--- src/drs_pkg.sv ---
// Constants shared by the request-select and bus-split block.
// Assumes a 32-bit Avalon-MM register bus and byte addresses.
package drs_pkg;
    localparam int DRS_CHANNELS = 4;
    localparam int DRS_SEL_W = 5;
    // Register byte offsets.
    localparam logic [5:0] DRS_OFF_SEL = 6'h00;
    localparam logic [5:0] DRS_OFF_CTRL = 6'h10;
    localparam logic [5:0] DRS_OFF_XFER = 6'h14;
    localparam logic [5:0] DRS_OFF_SRCA = 6'h18;
    localparam logic [5:0] DRS_OFF_DSTA = 6'h1c;
    localparam logic [5:0] DRS_OFF_STAT = 6'h20;
    localparam logic [5:0] DRS_OFF_PEND = 6'h24;
    localparam logic [7:0] DRS_SEL_RESET = 8'h00;
    // Extended source-select codes.
    localparam logic [4:0] DRS_CODE_SW = 5'h00;
    localparam logic [4:0] DRS_CODE_FALL = 5'h01;
    localparam logic [4:0] DRS_CODE_BOTH = 5'h02;
    localparam logic [4:0] DRS_CODE_S7TX = 5'h18;
    localparam logic [4:0] DRS_CODE_S7RX = 5'h19;
    localparam logic [4:0] DRS_CODE_S8TX = 5'h1a;
    localparam logic [4:0] DRS_CODE_S8RX = 5'h1b;
    // Transfer units and bus widths.
    localparam logic [1:0] DRS_UNIT_8 = 2'h0;
    localparam logic [1:0] DRS_UNIT_16 = 2'h1;
    localparam logic [1:0] DRS_UNIT_32 = 2'h2;
    localparam logic [1:0] DRS_BUS_8 = 2'h0;
    localparam logic [1:0] DRS_BUS_16 = 2'h1;
    localparam logic [1:0] DRS_BUS_32 = 2'h2;
    localparam logic [1:0] DRS_BUS_64 = 2'h3;
    // Control register fields.
    localparam int DRS_CTRL_UNIT_LO = 0;
    localparam int DRS_CTRL_SBUS_LO = 2;
    localparam int DRS_CTRL_DBUS_LO = 4;
    localparam int DRS_CTRL_EXPAND = 6;
    localparam int DRS_CTRL_TWOWIRE = 7;
    localparam int DRS_CTRL_ACK_LO = 8;
    // Selector bits above the extended code, and the first high pin.
    localparam int DRS_SEL_PIN = 5;
    localparam int DRS_SEL_BOTH = 6;
    localparam int DRS_SEL_SER = 7;
    localparam int DRS_HI_PIN_LO = 6;
    localparam logic [15:0] DRS_CTRL_RESET = 16'h0000;
    localparam logic [31:0] DRS_ADDR_RESET = 32'h0000_0000;
    localparam logic [31:0] DRS_ADDR_STEP = 32'h0000_0001;
    typedef enum logic [1:0] {DRS_IDLE, DRS_READ, DRS_WRITE} drs_state_e;
endpackage

--- src/drs_dma_request_and_bus_split.sv ---
// Request source selection and bus cycle splitting for four DMA channels.
// Assumes pins are asynchronous and the bus consumer drives cyc_ready.
//
// How it works
// - Pins 0-3 edges request DMA, no IRQ coupling.
// - Pins 6-8 edges request DMA, no IRQ coupling.
// - Pin 3 ignored for channel 3 in expansion.
// - Mode bits pick serial receive or acknowledge.
// - Two-wire bit picks serial two or I2C.
// - Five-bit code per channel; zero is software.
// - Code 1: falling edge pins 6-8; ch3 reserved.
// - Code 2: both edges pins 6-8; ch3 reserved.
// - Codes 18h,19h: serial seven transmit, receive.
// - Codes 1Ah,1Bh: serial eight; others reserved.
// - Transfer is source reads then destination writes.
// - Cycle count follows address and bus width.
// - Byte unit always one cycle.
// - Halfword adds one on 8-bit or crossing.
// - Word on 8-bit bus takes four cycles.
// - Word on 16-bit bus takes two or three.
// - Word on 32-bit: one aligned, else two; on 64-bit: two only above offset 4.
`timescale 1ns/1ps
`default_nettype none
module drs_dma_request_and_bus_split
    import drs_pkg::*;
#(
    parameter int CHANNELS = DRS_CHANNELS
) (
    // Clock and reset.
    input wire logic clk,
    input wire logic rst,
    // Avalon-MM slave.
    input wire logic [5:0] avs_address,
    input wire logic avs_read,
    input wire logic avs_write,
    input wire logic [31:0] avs_writedata,
    input wire logic [3:0] avs_byteenable,
    output logic [31:0] avs_readdata,
    output logic avs_waitrequest,
    // Asynchronous event pins 0 to 8.
    input wire logic [8:0] ext_event_pin,
    // Peripheral request levels from the serial ports, same clock.
    input wire logic [6:0] serial_rx_req,
    input wire logic [6:0] serial_ack_req,
    input wire logic twowire_req,
    input wire logic [1:0] serial_hi_tx_req,
    input wire logic [1:0] serial_hi_rx_req,
    // Selected request per channel and acknowledge from the engine.
    output logic [3:0] dma_request,
    input wire logic [3:0] dma_request_ack,
    // Split bus cycles out of the two-entry buffer.
    output logic cyc_valid,
    input wire logic cyc_ready,
    output logic [31:0] cyc_addr,
    output logic cyc_is_write,
    output logic cyc_last
);
    logic [7:0] sel [4];
    logic [15:0] ctrl;
    logic [31:0] src_addr;
    logic [31:0] dst_addr;
    logic [8:0] pin_s1;
    logic [8:0] pin_s2;
    logic [8:0] pin_d;
    logic [3:0] pend;
    drs_state_e state;
    logic [31:0] cur_addr;
    logic [1:0] left;
    logic [1:0] buf_cnt;
    logic [33:0] buf_mem [2];
    logic buf_wp;
    logic buf_rp;
    logic avs_ack;

    // Number of extra bus cycles for a unit at an address on a bus.
    function automatic logic [1:0] extra_cycles(input logic [1:0] unit,
        input logic [1:0] bw, input logic [2:0] a);
        logic [1:0] r;
        r = 2'h0;
        if (unit == DRS_UNIT_16) begin
            if (bw == DRS_BUS_8 || (bw == DRS_BUS_16 && a[0])
                || (bw == DRS_BUS_32 && a[1:0] == 2'h3)
                || (bw == DRS_BUS_64 && a == 3'h7)) begin
                r = 2'h1;
            end
        end else if (unit == DRS_UNIT_32) begin
            unique case (bw)
                DRS_BUS_8: r = 2'h3;
                DRS_BUS_16: r = a[0] ? 2'h2 : 2'h1;
                DRS_BUS_32: r = (a[1:0] == 2'h0) ? 2'h0 : 2'h1;
                DRS_BUS_64: r = (a > 3'h4) ? 2'h1 : 2'h0;
            endcase
        end
        return r;
    endfunction

    // Address of the next split cycle: next aligned unit of the bus.
    function automatic logic [31:0] next_cycle_addr(input logic [31:0] a,
        input logic [1:0] bw);
        logic [31:0] m;
        m = 32'h0000_0000;
        unique case (bw)
            DRS_BUS_8: m = 32'h0000_0000;
            DRS_BUS_16: m = 32'h0000_0001;
            DRS_BUS_32: m = 32'h0000_0003;
            DRS_BUS_64: m = 32'h0000_0007;
        endcase
        return (a | m) + DRS_ADDR_STEP;
    endfunction

    wire [1:0] unit = ctrl[DRS_CTRL_UNIT_LO +: 2];
    wire [1:0] src_bus = ctrl[DRS_CTRL_SBUS_LO +: 2];
    wire [1:0] dst_bus = ctrl[DRS_CTRL_DBUS_LO +: 2];
    wire expand_mode = ctrl[DRS_CTRL_EXPAND];
    wire twowire_select_bit = ctrl[DRS_CTRL_TWOWIRE];
    wire [6:0] ack_mode = ctrl[DRS_CTRL_ACK_LO +: 7];

    // Pin edge detect on synchronised samples only.
    wire [8:0] pin_fall = pin_d & ~pin_s2;
    wire [8:0] pin_both = pin_d ^ pin_s2;
    wire pin3_ok = ~expand_mode;

    // Serial request routing.
    wire [6:0] serial_req_raw = (ack_mode & serial_ack_req)
        | (~ack_mode & serial_rx_req);
    wire [6:0] serial_req = {serial_req_raw[6:3],
        twowire_select_bit ? twowire_req : serial_req_raw[2],
        serial_req_raw[1:0]};

    // Per-channel source select: table codes and the channel pin.
    logic [3:0] hw_event;
    logic [3:0] sw_trigger;
    // Channels 0 to 2 own pins 6 to 8; channel 3 has no such pin.
    wire [3:0] hi_fall = {1'b0, pin_fall[DRS_HI_PIN_LO +: 3]};
    wire [3:0] hi_both = {1'b0, pin_both[DRS_HI_PIN_LO +: 3]};
    always_comb begin
        for (int c = 0; c < 4; c++) begin
            unique case (sel[c][4:0])
                DRS_CODE_SW: hw_event[c] = 1'b0;
                DRS_CODE_FALL: hw_event[c] = hi_fall[c];
                DRS_CODE_BOTH: hw_event[c] = hi_both[c];
                DRS_CODE_S7TX: hw_event[c] = serial_hi_tx_req[0];
                DRS_CODE_S7RX: hw_event[c] = serial_hi_rx_req[0];
                DRS_CODE_S8TX: hw_event[c] = serial_hi_tx_req[1];
                DRS_CODE_S8RX: hw_event[c] = serial_hi_rx_req[1];
                default: hw_event[c] = 1'b0;
            endcase
            // The pin bit asks for the channel pin edge, or both edges.
            if (sel[c][DRS_SEL_PIN] && (c != 3 || pin3_ok)) begin
                hw_event[c] = hw_event[c] | (sel[c][DRS_SEL_BOTH]
                    ? pin_both[c] : pin_fall[c]);
            end
            // The serial bit adds the routed serial request of the channel.
            hw_event[c] = hw_event[c]
                | (sel[c][DRS_SEL_SER] & serial_req[c]);
        end
    end

    // A write lands only on the edge that ends the acknowledged cycle after the wait state.
    wire bus_wr = avs_write && avs_ack;
    wire hit_sel = avs_address[5:4] == DRS_OFF_SEL[5:4];
    wire [1:0] sel_idx = avs_address[3:2];
    assign sw_trigger = (bus_wr && avs_address == DRS_OFF_PEND)
        ? avs_writedata[3:0] : 4'h0;

    // Register file with one wait state on every access.
    assign avs_waitrequest = (avs_read || avs_write) && !avs_ack;
    always_ff @(posedge clk or posedge rst) begin
        if (rst) begin
            for (int c = 0; c < 4; c++) begin
                sel[c] <= DRS_SEL_RESET;
            end
            ctrl <= DRS_CTRL_RESET;
            src_addr <= DRS_ADDR_RESET;
            dst_addr <= DRS_ADDR_RESET;
            avs_ack <= 1'b0;
            avs_readdata <= 32'h0000_0000;
        end else begin
            avs_ack <= (avs_read || avs_write) && !avs_ack;
            if (bus_wr && hit_sel && avs_byteenable[0]) begin
                sel[sel_idx] <= avs_writedata[7:0];
            end
            if (bus_wr && avs_address == DRS_OFF_CTRL) begin
                ctrl <= avs_writedata[15:0];
            end
            if (bus_wr && avs_address == DRS_OFF_SRCA) begin
                src_addr <= avs_writedata;
            end
            if (bus_wr && avs_address == DRS_OFF_DSTA) begin
                dst_addr <= avs_writedata;
            end
            if (avs_read && !avs_ack) begin
                if (hit_sel) begin
                    avs_readdata <= {24'h00_0000, sel[sel_idx]};
                end else if (avs_address == DRS_OFF_CTRL) begin
                    avs_readdata <= {16'h0000, ctrl};
                end else if (avs_address == DRS_OFF_SRCA) begin
                    avs_readdata <= src_addr;
                end else if (avs_address == DRS_OFF_DSTA) begin
                    avs_readdata <= dst_addr;
                end else if (avs_address == DRS_OFF_STAT) begin
                    avs_readdata <= {28'h000_0000, buf_cnt, state};
                end else if (avs_address == DRS_OFF_PEND) begin
                    avs_readdata <= {28'h000_0000, pend};
                end else begin
                    avs_readdata <= 32'h0000_0000;
                end
            end
        end
    end

    // Pin synchronisers and the pending-request latches.
    always_ff @(posedge clk or posedge rst) begin
        if (rst) begin
            pin_s1 <= 9'h000;
            pin_s2 <= 9'h000;
            pin_d <= 9'h000;
            pend <= 4'h0;
        end else begin
            pin_s1 <= ext_event_pin;
            pin_s2 <= pin_s1;
            pin_d <= pin_s2;
            // A new event wins over the acknowledge in the same cycle.
            pend <= (pend & ~dma_request_ack) | hw_event | sw_trigger;
        end
    end
    assign dma_request = pend;

    // Split engine: reads of the source, then writes of the destination.
    wire buf_full = buf_cnt == 2'h2;
    wire push = (state != DRS_IDLE) && !buf_full;
    wire pop = cyc_valid && cyc_ready;
    wire start = sw_trigger[0] && state == DRS_IDLE;
    wire [1:0] bus_now = (state == DRS_WRITE) ? dst_bus : src_bus;
    always_ff @(posedge clk or posedge rst) begin
        if (rst) begin
            state <= DRS_IDLE;
            cur_addr <= DRS_ADDR_RESET;
            left <= 2'h0;
        end else if (start) begin
            state <= DRS_READ;
            cur_addr <= src_addr;
            left <= extra_cycles(unit, src_bus, src_addr[2:0]);
        end else if (push && left != 2'h0) begin
            cur_addr <= next_cycle_addr(cur_addr, bus_now);
            left <= left - 2'h1;
        end else if (push && state == DRS_READ) begin
            state <= DRS_WRITE;
            cur_addr <= dst_addr;
            left <= extra_cycles(unit, dst_bus, dst_addr[2:0]);
        end else if (push) begin
            state <= DRS_IDLE;
        end
    end

    // Two-entry buffer between the splitter and the bus.
    wire [33:0] entry = {state == DRS_WRITE,
        state == DRS_WRITE && left == 2'h0, cur_addr};
    always_ff @(posedge clk or posedge rst) begin
        if (rst) begin
            buf_cnt <= 2'h0;
            buf_wp <= 1'b0;
            buf_rp <= 1'b0;
            buf_mem[0] <= 34'h0_0000_0000;
            buf_mem[1] <= 34'h0_0000_0000;
        end else begin
            if (push) begin
                buf_mem[buf_wp] <= entry;
                buf_wp <= ~buf_wp;
            end
            if (pop) begin
                buf_rp <= ~buf_rp;
            end
            buf_cnt <= buf_cnt + {1'b0, push} - {1'b0, pop};
        end
    end
    assign cyc_valid = buf_cnt != 2'h0;
    assign cyc_addr = buf_mem[buf_rp][31:0];
    assign cyc_last = buf_mem[buf_rp][32];
    assign cyc_is_write = buf_mem[buf_rp][33];

    // Checks.
    property p_byte_one;
        @(posedge clk) disable iff (rst)
        start && unit == DRS_UNIT_8 |=> state == DRS_READ ##1
        state == DRS_WRITE || buf_full;
    endproperty
    a_byte_one: assert property (p_byte_one)
        else $error("byte unit not single cycle");
    property p_sw_code;
        @(posedge clk) disable iff (rst)
        sel[0][7:0] == 8'h00 && !sw_trigger[0] && !pend[0]
        |=> !pend[0];
    endproperty
    a_sw_code: assert property (p_sw_code)
        else $error("code zero raised hardware request");
    property p_ch3_reserved;
        @(posedge clk) disable iff (rst)
        sel[3] == {3'h0, DRS_CODE_FALL} |-> !hw_event[3];
    endproperty
    a_ch3_reserved: assert property (p_ch3_reserved)
        else $error("channel three took reserved code");
    property p_pin3_block;
        @(posedge clk) disable iff (rst)
        expand_mode && sel[3][7:5] == 3'h1 && sel[3][4:0] == 5'h00
        |-> !hw_event[3];
    endproperty
    a_pin3_block: assert property (p_pin3_block)
        else $error("pin three requested in expansion mode");
    property p_fall_req;
        @(posedge clk) disable iff (rst)
        sel[0] == {3'h0, DRS_CODE_FALL} && pin_fall[6] |=> pend[0];
    endproperty
    a_fall_req: assert property (p_fall_req)
        else $error("falling edge lost");
    property p_s7;
        @(posedge clk) disable iff (rst)
        sel[1] == {3'h0, DRS_CODE_S7RX} && serial_hi_rx_req[0]
        |=> pend[1];
    endproperty
    a_s7: assert property (p_s7)
        else $error("serial seven receive lost");
    property p_s8;
        @(posedge clk) disable iff (rst)
        sel[2] == {3'h0, DRS_CODE_S8TX} && serial_hi_tx_req[1]
        |=> pend[2];
    endproperty
    a_s8: assert property (p_s8)
        else $error("serial eight transmit lost");
    property p_order;
        @(posedge clk) disable iff (rst)
        state == DRS_WRITE |=> state != DRS_READ;
    endproperty
    a_order: assert property (p_order)
        else $error("read after write in one transfer");
    property p_ascend;
        @(posedge clk) disable iff (rst)
        push && left != 2'h0 && !start |=> cur_addr > $past(cur_addr);
    endproperty
    a_ascend: assert property (p_ascend)
        else $error("split cycle address not ascending");
    property p_word8;
        @(posedge clk) disable iff (rst)
        start && unit == DRS_UNIT_32 && src_bus == DRS_BUS_8
        |=> left == 2'h3;
    endproperty
    a_word8: assert property (p_word8)
        else $error("word on byte bus not four cycles");
    property p_both_req;
        @(posedge clk) disable iff (rst)
        sel[0] == {3'h0, DRS_CODE_BOTH} && hi_both[0] |=> pend[0];
    endproperty
    a_both_req: assert property (p_both_req)
        else $error("both-edge request lost");
    property p_ch3_both;
        @(posedge clk) disable iff (rst)
        sel[3] == {3'h0, DRS_CODE_BOTH} |-> !hw_event[3];
    endproperty
    a_ch3_both: assert property (p_ch3_both)
        else $error("channel three took reserved both-edge code");
    property p_last_write;
        @(posedge clk) disable iff (rst)
        cyc_valid && cyc_last |-> cyc_is_write;
    endproperty
    a_last_write: assert property (p_last_write)
        else $error("final cycle of a transfer is not a write");
    property p_byte_cycles;
        @(posedge clk) disable iff (rst)
        start && unit == DRS_UNIT_8 |=> left == 2'h0;
    endproperty
    a_byte_cycles: assert property (p_byte_cycles)
        else $error("byte unit asked for extra cycles");
    property p_half8;
        @(posedge clk) disable iff (rst)
        start && unit == DRS_UNIT_16 && src_bus == DRS_BUS_8
        |=> left == 2'h1;
    endproperty
    a_half8: assert property (p_half8)
        else $error("halfword on byte bus not two cycles");
    property p_wait_one;
        @(posedge clk) disable iff (rst)
        (avs_read || avs_write) && avs_waitrequest |=> !avs_waitrequest;
    endproperty
    a_wait_one: assert property (p_wait_one)
        else $error("register access held more than one wait state");
endmodule
`default_nettype wire

--- config.mk ---
export PLATFORM = sky130hd
export DESIGN_NAME = drs_dma_request_and_bus_split
export DESIGN_NICKNAME = d
export VERILOG_FILES = /design/src/drs_pkg.sv /design/src/drs_dma_request_and_bus_split.sv
export SDC_FILE = /design/constraint.sdc
export NUM_CORES = 1
export LEC_CHECK = 0
export BUFFER_PORTS_ARGS = -buffer_cell sky130_fd_sc_hd__buf_4
export CORE_UTILIZATION = 40
export DETAILED_ROUTE_END_ITERATION = 10
export PLACE_DENSITY = 0.67
export SYNTH_ARGS = -nofsm -noshare
export SYNTH_HDL_FRONTEND = slang
export SYNTH_SLANG_ARGS = --single-unit
--- constraint.sdc ---
create_clock -name clk -period 16 [get_ports clk]
set_input_delay 4.8 -clock clk [delete_from_list [all_inputs] [get_ports clk]]
set_output_delay 4.8 -clock clk [all_outputs]
set_load 0.01 [all_outputs]
---- Word-level counts from Yosys, hierarchy flattened ----
Cells that the tools add are included.
word-level totals
  latch bits .............................. 0
  memories ................................ 0
  input port bits ......................... 79
  flip-flop bits (word level) ............. 284
  memory bits (writable) .................. 0
  output and inout bits ................... 72
  ROM bits ................................ 0
cells by class
  reductions and logical operators ........ 47
  order comparisons ....................... 7
  equality and inequality tests ........... 46
  mux-type cells .......................... 60
  $add $sub $neg .......................... 4
  bitwise logic cells ..................... 30
  multiply operators ...................... 0
  shifts and indexed selects .............. 0
  divide/modulo/power cells ............... 0
operator list
  cell                                                 number
  2-to-1 mux 32 bit                                    9
  2-to-1 mux 34 bit                                    4
  case mux 32 bit (4 select lines)                     1
  equality test 5 bit, second input constant           16
  bitwise mux 68 bit                                   1
  demux 34 bit (select 1 bit)                          1
  adder 32 x 1 -> 32 bit, second input constant        1
  bitwise mux 32 bit                                   1
  OR 32 bit                                            1
  2-to-1 mux 2 bit                                     14
  logical AND 1 bit                                    24
  2-to-1 mux 8 bit                                     3
  equality test 2 bit, second input constant           11
  equality test 6 x 5 -> 1 bit, second input constant  3
  case mux 1 bit (6 select lines)                      3
  binary-select mux 8 bit (select 2 bit)               1
  demux 8 bit (select 2 bit)                           1
  zero test 2 bit                                      8
  case mux 2 bit (4 select lines)                      2
  equality test 5 x 1 -> 1 bit, second input constant  3
  equality test 5 x 2 -> 1 bit, second input constant  3
  2-to-1 mux 1 bit                                     15
  AND 4 bit                                            3
  equality test 6 bit, second input constant           2
  other kinds (28)                                     63

---- Logic depth before layout (Yosys ltp) ----
  word-level depth ........................ 10
  gate-level depth with buffers ........... 11

---- Worst setup path after synthesis ----
Ideal clock, no wire load.
  path kind ............................... in2out
  start point ............................. input port avs_write
  end point ............................... output port avs_waitrequest
  setup slack ............................. 6.191 ns
  path buffers ............................ 0
  arrival time ............................ 5.009 ns
  stages .................................. 2
  data required time ...................... 11.200 ns
  cell sequence ........................... nor2_1 nor2_1
between the ends
  cells in the longest elaborated chain, start to end .. 2
ends and longest elaborated chain
  element            line                                  source
  from (decl)        drs_dma_request_and_bus_split.sv:35   input wire logic avs_write,
  logical OR 1 bit   drs_dma_request_and_bus_split.sv:167  assign avs_waitrequest = (avs_read || avs_write) && !avs_ack;
  logical AND 1 bit  drs_dma_request_and_bus_split.sv:167
  to (decl)          drs_dma_request_and_bus_split.sv:39   output logic avs_waitrequest,
No other way between the ends.

---- Final worst setup path ----
Ends and elaborated chain as after synthesis.

==> impl_metrics.tcl <==
set metrics [dict create \
    outcome "completed" \
    grt_first_pass_wirelength_um 54000 \
    htree_levels 1 \
    ctsHoldBuffers 0 \
    finalWorstSetupSlack_ps 5980 \
    wirelength_um 34400 \
    synth_cell_types 90 \
    die_area_sq_um 34700 \
    fin_setup_tns_ps 0 \
    dp.cells 1665 \
    netlist_area_sq_um 13600 \
    cts_resized 0 \
    clock_path_buffers 3 \
    path_max_fanout 3 \
    wl_per_cell_um 20.1 \
    fin_crit_ps 10020 \
    insertedDiodeCount 0 \
    power_density_nw_per_um2 159 \
    relSlewSlack_pct 29.6 \
    clk_pin_slew_ps 60 \
    cp-end-kind "output port" \
    ir_worst_vdd_mv 0.101 \
    ant_nets 0 \
    synthArstFlopShare_pct 100 \
    fin_util_pct 47.6 \
    grt_pass1_vias 9556 \
    synth-seq-cells 278 \
    synthSimpleGateAreaFrac_pct 9.85 \
    fin_nets 1340 \
    fin_crit_sh_pct 62.6 \
    drv_cap 0 \
    cp-start-kind "input port" \
    fillCellCount 3037 \
    finalHoldViolCount 0 \
    synth_nets 1227 \
    pre_cts_ws_ps 5980 \
    synth_top_family_by_area "multiplexers" \
    hold_class "reg -> reg" \
    power.leakage_uw 0.00729 \
    cts_tree "yes" \
    area_growth_pct 17.2 \
    vias 9711 \
    dieWidth_um 186 \
    fmax_ghz 0.0998 \
    slowest_stage "buf_4" \
    start_util_pct 40.6 \
    place.gp.congestion 0.878 \
    drive_gt1_share_pct 35.5 \
    io_buffers 139 \
    synth_edf_count 0 \
    drt_pass1_iterations 5 \
    dp_hpwl_um 23600 \
    fin_worst_skew_ps 23.9 \
    final_common_cell "dfrtp_1" \
    drt_iter0_drc 693 \
    criticalPathCategory "in -> out" \
    syn_avg_cell_area_sq_um 11.9 \
    synth_compound_area_share_pct 12.9 \
    placementRows 67 \
    stdcell_count 1717 \
    rsz0062_at_grt "no" \
    seq_area_frac_synth_pct 51.2 \
    cp.arrival_ps 5220 \
    clk_latency_ps 560 \
    grt_max_degree 126 \
    synth_fa_ha_area_share_pct 1.01 \
    clock-sinks 278 \
    synth.area.mux_share_pct 20.7 \
    overflow 0 \
    synthXorXnorAreaFrac_pct 0.516 \
    layout_common_cells "dfrtp_1 (278), mux2_2 (199), buf_4 (152), nand2_1 (90), o21ai_0 (62)" \
    required_ps 11200 \
    cpPeakStageDelay_ps 140 \
    coreArea_sq_um 33400 \
    grtUsageTotal_pct 20.0 \
    viasPerCell 5.66 \
    setup_viol 0 \
    synth_cells 1137 \
    clockRootBuffer "clkbuf_16" \
    yosysWarnings 0 \
    antenna_found_initial 0 \
    worstPathCellList "buf_4 -> nor2_1 -> nor2_1 -> buf_4" \
    ys.flop_type "dfrtp_1" \
    maxSlewViolCount 0 \
    die-height_um 186 \
    postCtsSetupRepairBufs 0 \
    cts_buffers 31 \
    remaining_drc_errors 0 \
    io_pins 151 \
    tightest_slew_ps 1060 \
]
-- report_power, final --
part	switching, uW	leakage (uW)	internal [uW]
combinational	437	0.00316	398
clock	274	0.000492	415
sequential	158	0.00364	856
total	868	0.00729	1670
-- registers in the layout, indices dropped and copies added, names as in the netlist, 16 cells and up --
register	flops
dst_addr	32
avs_readdata	32
buf_mem	68
ctrl	16
src_addr	32
cur_addr	32
sel	32
-- Yosys cell counts, drive strengths merged, types with 6 or more instances --
library cell | number | area [sq um]
mux4 | 12 | 270
nor2 | 39 | 154
ha | 11 | 138
a2bb2oi | 6 | 52.6
inv | 37 | 139
mux2i | 14 | 144
nand4 | 10 | 75.1
nor4 | 6 | 43.8
nand2b | 8 | 52.6
or3 | 8 | 50.1
mux2 | 210 | 2400
and3 | 11 | 68.8
clkbuf | 29 | 110
nor3 | 23 | 153
a211oi | 14 | 110
o211ai | 11 | 82.6
buf | 43 | 263
a221o | 6 | 60.1
nand3 | 18 | 95.1
o21ai | 62 | 310
a31oi | 19 | 119
xnor2 | 6 | 52.6
nand2 | 91 | 349
dfrtp | 278 | 6960
a22oi | 25 | 188
a21oi | 26 | 130
o31ai | 14 | 105
a222oi | 10 | 100
-- layer usage --
layer | vias to the layer above | GRT usage (%) | wire [um]
met2 | 297 | 31.5 | 16100
met5 | - | 0 | 0
li1 | 4463 | - | -
met4 | 0 | 5.51 | 722
met3 | 44 | 3.27 | 2010
met1 | 4907 | 28.6 | 15600
-- per-stage QoR --
step	area (sq um)	total power [uW]	hold WS [ps]
floorplan	13600	1570	331
global placement	14900	1840	332
detailed placement	14900	1860	336
CTS	15900	2560	347
global route	15900	2680	351
finish	15900	2540	343
-- area by class of cell --
class	instances	area [sq um]	area share, %
clock buffer	44	895	5.62
clock inverter	8	93.8	0.590
inverter	37	146	0.920
multi-input combinational	750	6120	38.5
sequential	278	6960	43.7
tap	448	561	3.52
timing repair buffer	152	1140	7.17
-- worst max-delay path, delay by kind of cell --
family | cells | cell delay, ps
AND/OR/NAND/NOR | 2 | 170
buffers and inverters | 2 | 260
-- kinds of logic (layout without fill, tap and decap cells) --
logic type | Yosys count | after routing
flip-flops | 278 | 278
AND/OR/NAND/NOR | 251 | 251
AO/OA/AOI/OAI | 244 | 244
multiplexers | 236 | 236
buffers and inverters | 109 | 241
adder cells (fa/ha/maj) | 11 | 11
XOR/XNOR | 8 | 8
-- path summary, 6_finish.rpt --
kind | from | endpoint | cells past startpoint | slack [ps]
max | avs_write | avs_waitrequest | 4 | 5980
min | pin_s1[3] | pin_s2[3] | 0 | 340
min reg2reg | pin_s1[3] | pin_s2[3] | 0 | 340
max reg2reg | state[1] | cur_addr[24] | 8 | 12710
max in group asynchronous | rst | avs_readdata[27] | 3 | 9950
min in group asynchronous | rst | buf_mem[5] | 2 | 4390
(Power assumes the default switching activity.)
